**src/verilog/timer_pkg.sv**
```systemverilog
// Package: register map, field layout and constants of the prescaled timer
package timer_pkg;

  // ==========================================================
  // Register offsets
  localparam logic [2:0] OFS_COUNT = 3'h0;
  localparam logic [2:0] OFS_CONFIG = 3'h1;
  localparam logic [2:0] OFS_IRQ_CONTROL = 3'h2;
  localparam logic [2:0] OFS_IRQ_STATUS = 3'h3;
  localparam logic [2:0] OFS_IRQ_MASK = 3'h4;

  // ==========================================================
  // Field positions
  localparam int IRQC_IE_BIT = 0;
  localparam int IRQC_FLAG_BIT = 1;
  localparam int EVT_OVERFLOW_BIT = 0;
  localparam int EVT_EXT_EDGE_BIT = 1;

  // ==========================================================
  // Reset values and count maximum
  localparam logic [7:0] COUNT_RST = 8'h00;
  localparam logic [7:0] CONFIG_RST = 8'h08;
  localparam logic [7:0] IRQ_RST = 8'h00;
  localparam logic [7:0] COUNT_MAX = 8'hff;

  // ==========================================================
  // Instruction cycle timing: four system clocks, Q1 to Q4
  localparam logic [1:0] PHASE_RST = 2'h0;
  localparam logic [1:0] PHASE_Q2 = 2'h1;
  localparam logic [1:0] PHASE_Q4 = 2'h3;

  // Configuration register layout
  typedef struct packed {
    logic [1:0] spare;
    logic ext_source;
    logic edge_fall;
    logic prescaler_bypass;
    logic [2:0] prescale_select;
  } cfg_t;

  // Source of counter advance
  typedef enum logic {
    SRC_TIMER,
    SRC_EXTERNAL
  } src_mode_t;

endpackage
```
**src/verilog/timer0_prescaled_counter.sv**
```systemverilog
// 8-bit timer/counter with prescaler, overflow flag and register port
`timescale 1ns/1ps

module timer0_prescaled_counter
  import timer_pkg::*;
#(
  parameter int PRESC_W = 8
) (
  input wire logic clk_sys,
  input wire logic nrst,
  input wire logic [2:0] addr,
  input wire logic [7:0] wdata,
  input wire logic wr_stb,
  input wire logic rd_stb,
  output logic [7:0] rdata,
  output logic irq,
  input wire logic sleep_mode,
  input wire logic external_count_input
);

  // ==========================================================
  // State
  logic [1:0] phase_reg;
  logic [7:0] count_reg;
  logic [7:0] count_next;
  cfg_t cfg_reg;
  cfg_t cfg_next;
  logic [PRESC_W-1:0] presc_reg;
  logic [PRESC_W-1:0] presc_next;
  logic ie_reg;
  logic ie_next;
  logic flag_reg;
  logic flag_next;
  logic [1:0] status_reg;
  logic [1:0] status_next;
  logic [1:0] mask_reg;
  logic [1:0] mask_next;
  logic pin_prev_reg;
  logic pin_prev_next;
  logic samp_reg;
  logic samp_next;
  logic [7:0] rdata_reg;
  logic [7:0] rdata_next;
  logic irq_reg;
  logic irq_next;

  // ==========================================================
  // Decoding helpers

  // Low prescaler bits that must be all ones at the terminal count
  function automatic logic [PRESC_W-1:0] ratio_mask(
    input logic [2:0] sel
  );
    logic [PRESC_W-1:0] m;
    m = '0;
    for (int i = 0; i < PRESC_W; i++) begin
      if (i <= int'(sel)) begin
        m[i] = 1'b1;
      end
    end
    return m;
  endfunction

  // ==========================================================
  // Register port decode
  wire sel_count = (addr == OFS_COUNT);
  wire sel_config = (addr == OFS_CONFIG);
  wire sel_irqc = (addr == OFS_IRQ_CONTROL);
  wire sel_status = (addr == OFS_IRQ_STATUS);
  wire sel_mask = (addr == OFS_IRQ_MASK);
  wire wr_count = wr_stb && sel_count;
  wire wr_config = wr_stb && sel_config;
  wire wr_irqc = wr_stb && sel_irqc;
  wire wr_mask = wr_stb && sel_mask;
  wire rd_status = rd_stb && sel_status;

  // ==========================================================
  // Instruction clock phases
  wire at_q2 = (phase_reg == PHASE_Q2);
  wire at_q4 = (phase_reg == PHASE_Q4);
  wire sample_now = at_q2 || at_q4;

  // Counting is frozen while the processor sleeps
  wire run = !sleep_mode;

  src_mode_t mode;
  assign mode = cfg_reg.ext_source ? SRC_EXTERNAL : SRC_TIMER;

  // ==========================================================
  // Prescaler input and terminal count
  wire pin_eff = external_count_input ^ cfg_reg.edge_fall;
  // Edges judged on the raw pin, so flipping edge_fall fakes no prescaler step
  wire pin_rise = external_count_input && !pin_prev_reg;
  wire pin_fall = !external_count_input && pin_prev_reg;
  wire pin_edge = cfg_reg.edge_fall ? pin_fall : pin_rise;
  wire [PRESC_W-1:0] tc_mask = ratio_mask(cfg_reg.prescale_select);
  wire presc_tc = ((presc_reg & tc_mask) == tc_mask);
  wire in_path = !cfg_reg.prescaler_bypass;

  // Prescaler is stepped by the chosen source only, never by a watchdog
  wire presc_step = run && in_path &&
    ((mode == SRC_TIMER) ? at_q4 : pin_edge);

  // Output level of the prescaler seen by the synchronizer
  wire ext_level = in_path ?
    presc_reg[cfg_reg.prescale_select] : pin_eff;

  // Rising edge of the level as seen at a Q2 or Q4 sample
  wire ext_inc = run && sample_now && ext_level && !samp_reg;

  // Timer mode advance: every Q4, or at the prescaler wrap
  wire tmr_inc = run && at_q4 &&
    (cfg_reg.prescaler_bypass || presc_tc);

  wire count_inc = (mode == SRC_TIMER) ? tmr_inc : ext_inc;

  // Rollover; a software load in the same cycle takes precedence
  wire overflow = count_inc && (count_reg == COUNT_MAX) &&
    !wr_count;

  // ==========================================================
  // Next values of counter and prescaler

  // Software load beats increment; sleep holds the value
  assign count_next = wr_count ? wdata :
    (count_inc ? count_reg + 8'h01 : count_reg);

  // A write to the count register clears the prescaler
  assign presc_next = wr_count ? '0 :
    (presc_step ? presc_reg + 1'b1 : presc_reg);

  // Synchronizer sample updates only in Q2 and Q4 while awake
  assign samp_next = (run && sample_now) ? ext_level : samp_reg;

  // ==========================================================
  // Next values of configuration and interrupt registers
  assign cfg_next = wr_config ?
    cfg_t'({2'b00, wdata[5:0]}) : cfg_reg;

  // Next values of enable, mask and pin history
  assign ie_next = wr_irqc ? wdata[IRQC_IE_BIT] : ie_reg;
  assign mask_next = wr_mask ? wdata[1:0] : mask_reg;
  assign pin_prev_next = run ? external_count_input : pin_prev_reg;

  // Set wins over a software clear; hardware only ever sets
  assign flag_next = overflow ||
    (wr_irqc ? wdata[IRQC_FLAG_BIT] : flag_reg);

  // Sticky event bits, read clears them, a new event wins
  wire [1:0] events = {ext_inc && (mode == SRC_EXTERNAL), overflow};
  assign status_next = events | (rd_status ? 2'b00 : status_reg);

  // Interrupt request from the gated flag or unmasked status
  assign irq_next = (flag_next && (wr_irqc ?
    wdata[IRQC_IE_BIT] : ie_reg)) ||
    |(status_next & (wr_mask ? wdata[1:0] : mask_reg));

  // ==========================================================
  // Read data mux; the prescaler has no address at all
  always_comb begin
    rdata_next = 8'h00;
    if (rd_stb) begin
      unique case (1'b1)
        sel_count: rdata_next = count_reg;
        sel_config: rdata_next = cfg_reg;
        sel_irqc: rdata_next = {6'h00, flag_reg, ie_reg};
        sel_status: rdata_next = {6'h00, status_reg};
        sel_mask: rdata_next = {6'h00, mask_reg};
        default: rdata_next = 8'h00;
      endcase
    end
  end

  // ==========================================================
  // Instruction phase counter runs freely from reset
  always_ff @(posedge clk_sys or negedge nrst) begin
    if (!nrst) begin
      phase_reg <= PHASE_RST;
    end else begin
      phase_reg <= phase_reg + 2'h1;
    end
  end

  // Count register, loaded by software or advanced by the counter
  always_ff @(posedge clk_sys or negedge nrst) begin
    if (!nrst) begin
      count_reg <= COUNT_RST;
    end else begin
      count_reg <= count_next;
    end
  end

  // Prescaler count, private to this timer
  always_ff @(posedge clk_sys or negedge nrst) begin
    if (!nrst) begin
      presc_reg <= '0;
    end else begin
      presc_reg <= presc_next;
    end
  end

  // Synchronizer sample of the prescaler output
  always_ff @(posedge clk_sys or negedge nrst) begin
    if (!nrst) begin
      samp_reg <= 1'b0;
    end else begin
      samp_reg <= samp_next;
    end
  end

  // Pin history; resets to the idle low level to avoid a false edge
  always_ff @(posedge clk_sys or negedge nrst) begin
    if (!nrst) begin
      pin_prev_reg <= 1'b0;
    end else begin
      pin_prev_reg <= pin_prev_next;
    end
  end

  // Configuration register
  always_ff @(posedge clk_sys or negedge nrst) begin
    if (!nrst) begin
      cfg_reg <= cfg_t'(CONFIG_RST);
    end else begin
      cfg_reg <= cfg_next;
    end
  end

  // Overflow interrupt enable
  always_ff @(posedge clk_sys or negedge nrst) begin
    if (!nrst) begin
      ie_reg <= 1'b0;
    end else begin
      ie_reg <= ie_next;
    end
  end

  // Overflow flag; only reset or software take it down
  always_ff @(posedge clk_sys or negedge nrst) begin
    if (!nrst) begin
      flag_reg <= 1'b0;
    end else begin
      flag_reg <= flag_next;
    end
  end

  // Sticky event status
  always_ff @(posedge clk_sys or negedge nrst) begin
    if (!nrst) begin
      status_reg <= IRQ_RST[1:0];
    end else begin
      status_reg <= status_next;
    end
  end

  // Event mask
  always_ff @(posedge clk_sys or negedge nrst) begin
    if (!nrst) begin
      mask_reg <= IRQ_RST[1:0];
    end else begin
      mask_reg <= mask_next;
    end
  end

  // Registered read data, zero outside the answer cycle
  always_ff @(posedge clk_sys or negedge nrst) begin
    if (!nrst) begin
      rdata_reg <= 8'h00;
    end else begin
      rdata_reg <= rdata_next;
    end
  end

  // Registered interrupt request
  always_ff @(posedge clk_sys or negedge nrst) begin
    if (!nrst) begin
      irq_reg <= 1'b0;
    end else begin
      irq_reg <= irq_next;
    end
  end

  assign rdata = rdata_reg;
  assign irq = irq_reg;

endmodule // timer0_prescaled_counter

```
**config.mk**
```make
export PLATFORM = sky130hd
export DESIGN_NAME = timer0_prescaled_counter
export DESIGN_NICKNAME = d
export VERILOG_FILES = /design/src/verilog/timer_pkg.sv /design/src/verilog/timer0_prescaled_counter.sv
export SDC_FILE = /design/constraint.sdc
export NUM_CORES = 1
export LEC_CHECK = 0
export ABC_AREA = 1
export BUFFER_PORTS_ARGS = -buffer_cell sky130_fd_sc_hd__buf_2
export CORE_MARGIN = 5
export CORE_UTILIZATION = 56
export CTS_CLUSTER_DIAMETER = 30
export CTS_CLUSTER_SIZE = 16
export DETAILED_ROUTE_END_ITERATION = 10
export GPL_TIMING_DRIVEN = 1
export PLACE_DENSITY = 0.77
export SKIP_LAST_GASP = 1
export SLEW_MARGIN = 20
export SYNTH_ARGS = -nofsm -noshare
export SYNTH_HDL_FRONTEND = slang
export SYNTH_SLANG_ARGS = --single-unit
```
**constraint.sdc**
```tcl
create_clock -name clk_sys -period 2.05 [get_ports clk_sys]
set_input_delay 0.205 -clock clk_sys [delete_from_list [all_inputs] [get_ports clk_sys]]
set_output_delay 0.205 -clock clk_sys [all_outputs]
set_load 0.03 [all_outputs]
```
==> flow_metrics.env <==
export IMPL_rows=23
export IMPL_yosys_mux_area_fraction=0.009767
export IMPL_io_buffers=25
export IMPL_startpoint_type="flop"
export IMPL_track_usage=0.2007
export IMPL_synth_compound_area_frac=0.1096
export IMPL_clkLatencyLatePin_ns=0.29
export IMPL_dp_hpwl_mm=3.660
export IMPL_cp_arrival_ns=1.92
export IMPL_ant_nets=0
export IMPL_p_leak_nw=1.303
export IMPL_worstHoldStart="wdata[4]"
export IMPL_cts_tree="yes"
export IMPL_grt_max_degree=42
export IMPL_hold_violations=0
export IMPL_synth_enable_flop_cells=0
export IMPL_n_fill_cell=363
export IMPL_period_needed_ns=1.699
export IMPL_peakVddDrop_mv=0.7828
export IMPL_clock_sinks=41
export IMPL_ys_ff_latch=41
export IMPL_final_max_slew_violation_count=0
export IMPL_syn_to_final_growth_pct=11.39
export IMPL_place_ws_ns=0.3275
export IMPL_wl_met1_mm=2.191
export IMPL_synth_area_um2=2306
export IMPL_synth_fa_ha_area_frac=0.02170
export IMPL_async_flop_share=1.000
export IMPL_endpoint_kind="flop"
export IMPL_setup_slack_ns=0.3514
export IMPL_yosysWarnings=0
export IMPL_fin_crit_sh=0.8286
export IMPL_r2r_setup_slack_ns=0.35
export IMPL_cts_root_buf="clkbuf_8"
export IMPL_finalNetCount=337
export IMPL_yosysSeqAreaShare=0.4455
export IMPL_crit_path_max_fanout=9
export IMPL_met3WireLength_um=178
export IMPL_vias=1941
export IMPL_synth_simple_area_share=0.3223
export IMPL_wl_per_cell_um=13.17
export IMPL_synth_xor_area_frac=0.007596
export IMPL_required_ns=2.27
export IMPL_rr_startpoint="cfg_reg[1]"
export IMPL_synth_top_family_by_area="simple AND/OR/NAND/NOR gates"
export IMPL_cap_violations=0
export IMPL_grt_ovfl_total=0
export IMPL_cts_made_buffers=5
export IMPL_seq_area_um2=1027
export IMPL_drive_gt1_frac=0.2145
export IMPL_antennaDiodeCount=0
export IMPL_synthCells=285
export IMPL_r2r_cells=13
export IMPL_first_iter_violations=141
export IMPL_hold_class="in -> reg"
export IMPL_finClkSkew_ns=0.006546
export IMPL_r2r_end="count_reg[0]"
export IMPL_rsz0062_at_grt="no"
export IMPL_initial_core_util=0.5765
export IMPL_avgViaCountPerCell=5.289
export IMPL_drc=0
export IMPL_grt_pass1_wl_mm=8.369
export IMPL_setup_violations=0
export IMPL_synth_area_leaders="dfrtp_1 (43%), nand2_1 (12%), inv_1 (5.5%), nand3_1 (4.1%), o21ai_0 (3.9%)"
export IMPL_status="complete, no violations"
export IMPL_wl_mm=4.834
export IMPL_die_h_um=74.17
export IMPL_syn_nets=306
export IMPL_ios=26
export IMPL_path_clk_slew_ns=0.07
export IMPL_die_area_um2=5501
export IMPL_top_layer_used="met4"
export IMPL_timing_fmax_mhz=588.7
export IMPL_gp_congestion=0.8562
export IMPL_finalSetupTns_ns=0
export IMPL_die_w_um=74.17
export IMPL_tightest_slew_ns=0.5162
export IMPL_worst_hold_slack_ns=0.1557
export IMPL_cts_max_level=2
export IMPL_grt_pass1_vias=1868
export IMPL_placed_cells=358
export IMPL_final_cells=367
export IMPL_path_class="reg -> reg"
export IMPL_yosysTopAreaCellShare=0.4341
export IMPL_core_area_um2=4000
export IMPL_firstDrtPassIters=4
export IMPL_synth_top_area_cell="dfrtp_1"
export IMPL_antenna_found_initial=0
export IMPL_dr_wl_met2_mm=2.372
export IMPL_synth_cell_types=39
export IMPL_ctsLongestPathBuffers=2
export IMPL_power_per_cell_area_nw_per_um2=929.3
export IMPL_multi_input_area_um2=1086
export IMPL_syn_avg_cell_area_um2=8.091
export IMPL_min_delay_path_depth=3
export IMPL_cts_repair_resized=0
export IMPL_slew_limit_headroom=0.6558
export IMPL_hold_end="count_reg[4]"
export IMPL_yosys_most_used_dff="dfrtp_1"
## placed cells by master (no fill, tap or decap), drive strengths merged, types with 8 or more instances in the layout
| cell type | Yosys | routed |
|---|---|---|
| inv | 40 | 40 |
| buf | 2 | 27 |
| nor3 | 12 | 12 |
| dfrtp | 40 | 40 |
| a21oi | 9 | 9 |
| o21ai | 27 | 27 |
| nand3 | 21 | 21 |
| nand2 | 83 | 83 |
| clkbuf | 2 | 8 |
| nor2 | 22 | 22 |
## metrics by stage
| step | cell area, µm² | utilization | power [mW] |
|---|---|---|---|
| floorplan | 2306 | - | 1.705 |
| global placement | 2479 | 0.6196 | 1.883 |
| detailed placement | 2479 | 0.6196 | 1.892 |
| CTS | 2569 | 0.6422 | 2.408 |
| global route | 2569 | 0.6422 | 2.560 |
| finish | 2569 | 0.6422 | 2.387 |
## routing by layer
layer	global-route usage	vias to the layer above
met1	0.2526	910
li1	-	988
met4	0.08451	0
met2	0.3356	35
met3	0.04189	8
met5	0	-
## power by group
part	switching, mW	total (mW)	internal, mW
registers	0.194	1.18	0.985
clock network	0.267	0.509	0.242
logic	0.430	0.700	0.270
total	0.891	2.39	1.50
## how the worst max path moves through the flow
stage,to,start,slack [ns],depth (start not counted)
after floorplan,presc_reg[7],phase_reg[0],0.60,10
after global placement,irq,addr[1],0.31,11
after detailed placement,irq,addr[1],0.33,11
after CTS,count_reg[0],cfg_reg[1],0.37,13
after global routing,count_reg[0],cfg_reg[1],0.21,13
final,count_reg[0],cfg_reg[1],0.35,13
## cells by family (layout without fill, tap and decap cells)
group / count (synthesis) / in the layout
AO/OA/AOI/OAI: 43 / 43
XOR/XNOR: 2 / 2
adder cells (fa/ha/maj): 4 / 4
buffers and inverters: 46 / 78
flip-flops: 41 / 41
multiplexers: 2 / 2
AND/OR/NAND/NOR: 147 / 147
## cells in the mapped netlist (all sizes together), types with 2 or more instances
cell type,n
nand2,83
dfrtp,40
inv,40
o21ai,27
nor2,22
nand3,21
nor3,12
a21oi,9
nand4,5
ha,4
a221oi,2
a31oi,2
buf,2
clkbuf,2
clkinv,2
mux2,2
o211ai,2
or2,2
xor2,2
## final cells by class
type / instances / area share
well taps: 50 / 0.02435
flip-flops and latches: 41 / 0.3999
repair buffers: 28 / 0.05845
clock buffers: 8 / 0.03117
multi-input cells: 198 / 0.4228
inverters: 42 / 0.06332
## timing repair
item | 4_1_cts | 5_1_grt
buffers inserted | 0 | 0
hold buffers | 1 | 0
hold endpoints to repair | 40 | 0
## critical path, stage by stage, from the launching register on
cell	delay [ns]
dfrtp_1	0.47
inv_2	0.15
nand2_1	0.09
o21ai_1	0.13
nand2_1	0.07
nor2_1	0.11
nand2_1	0.05
nand2_1	0.07
nand2_2	0.06
nand2_4	0.13
nor2_8	0.05
inv_4	0.12
nand2_1	0.08
o21ai_2	0.06
(Power assumes the default switching activity.)
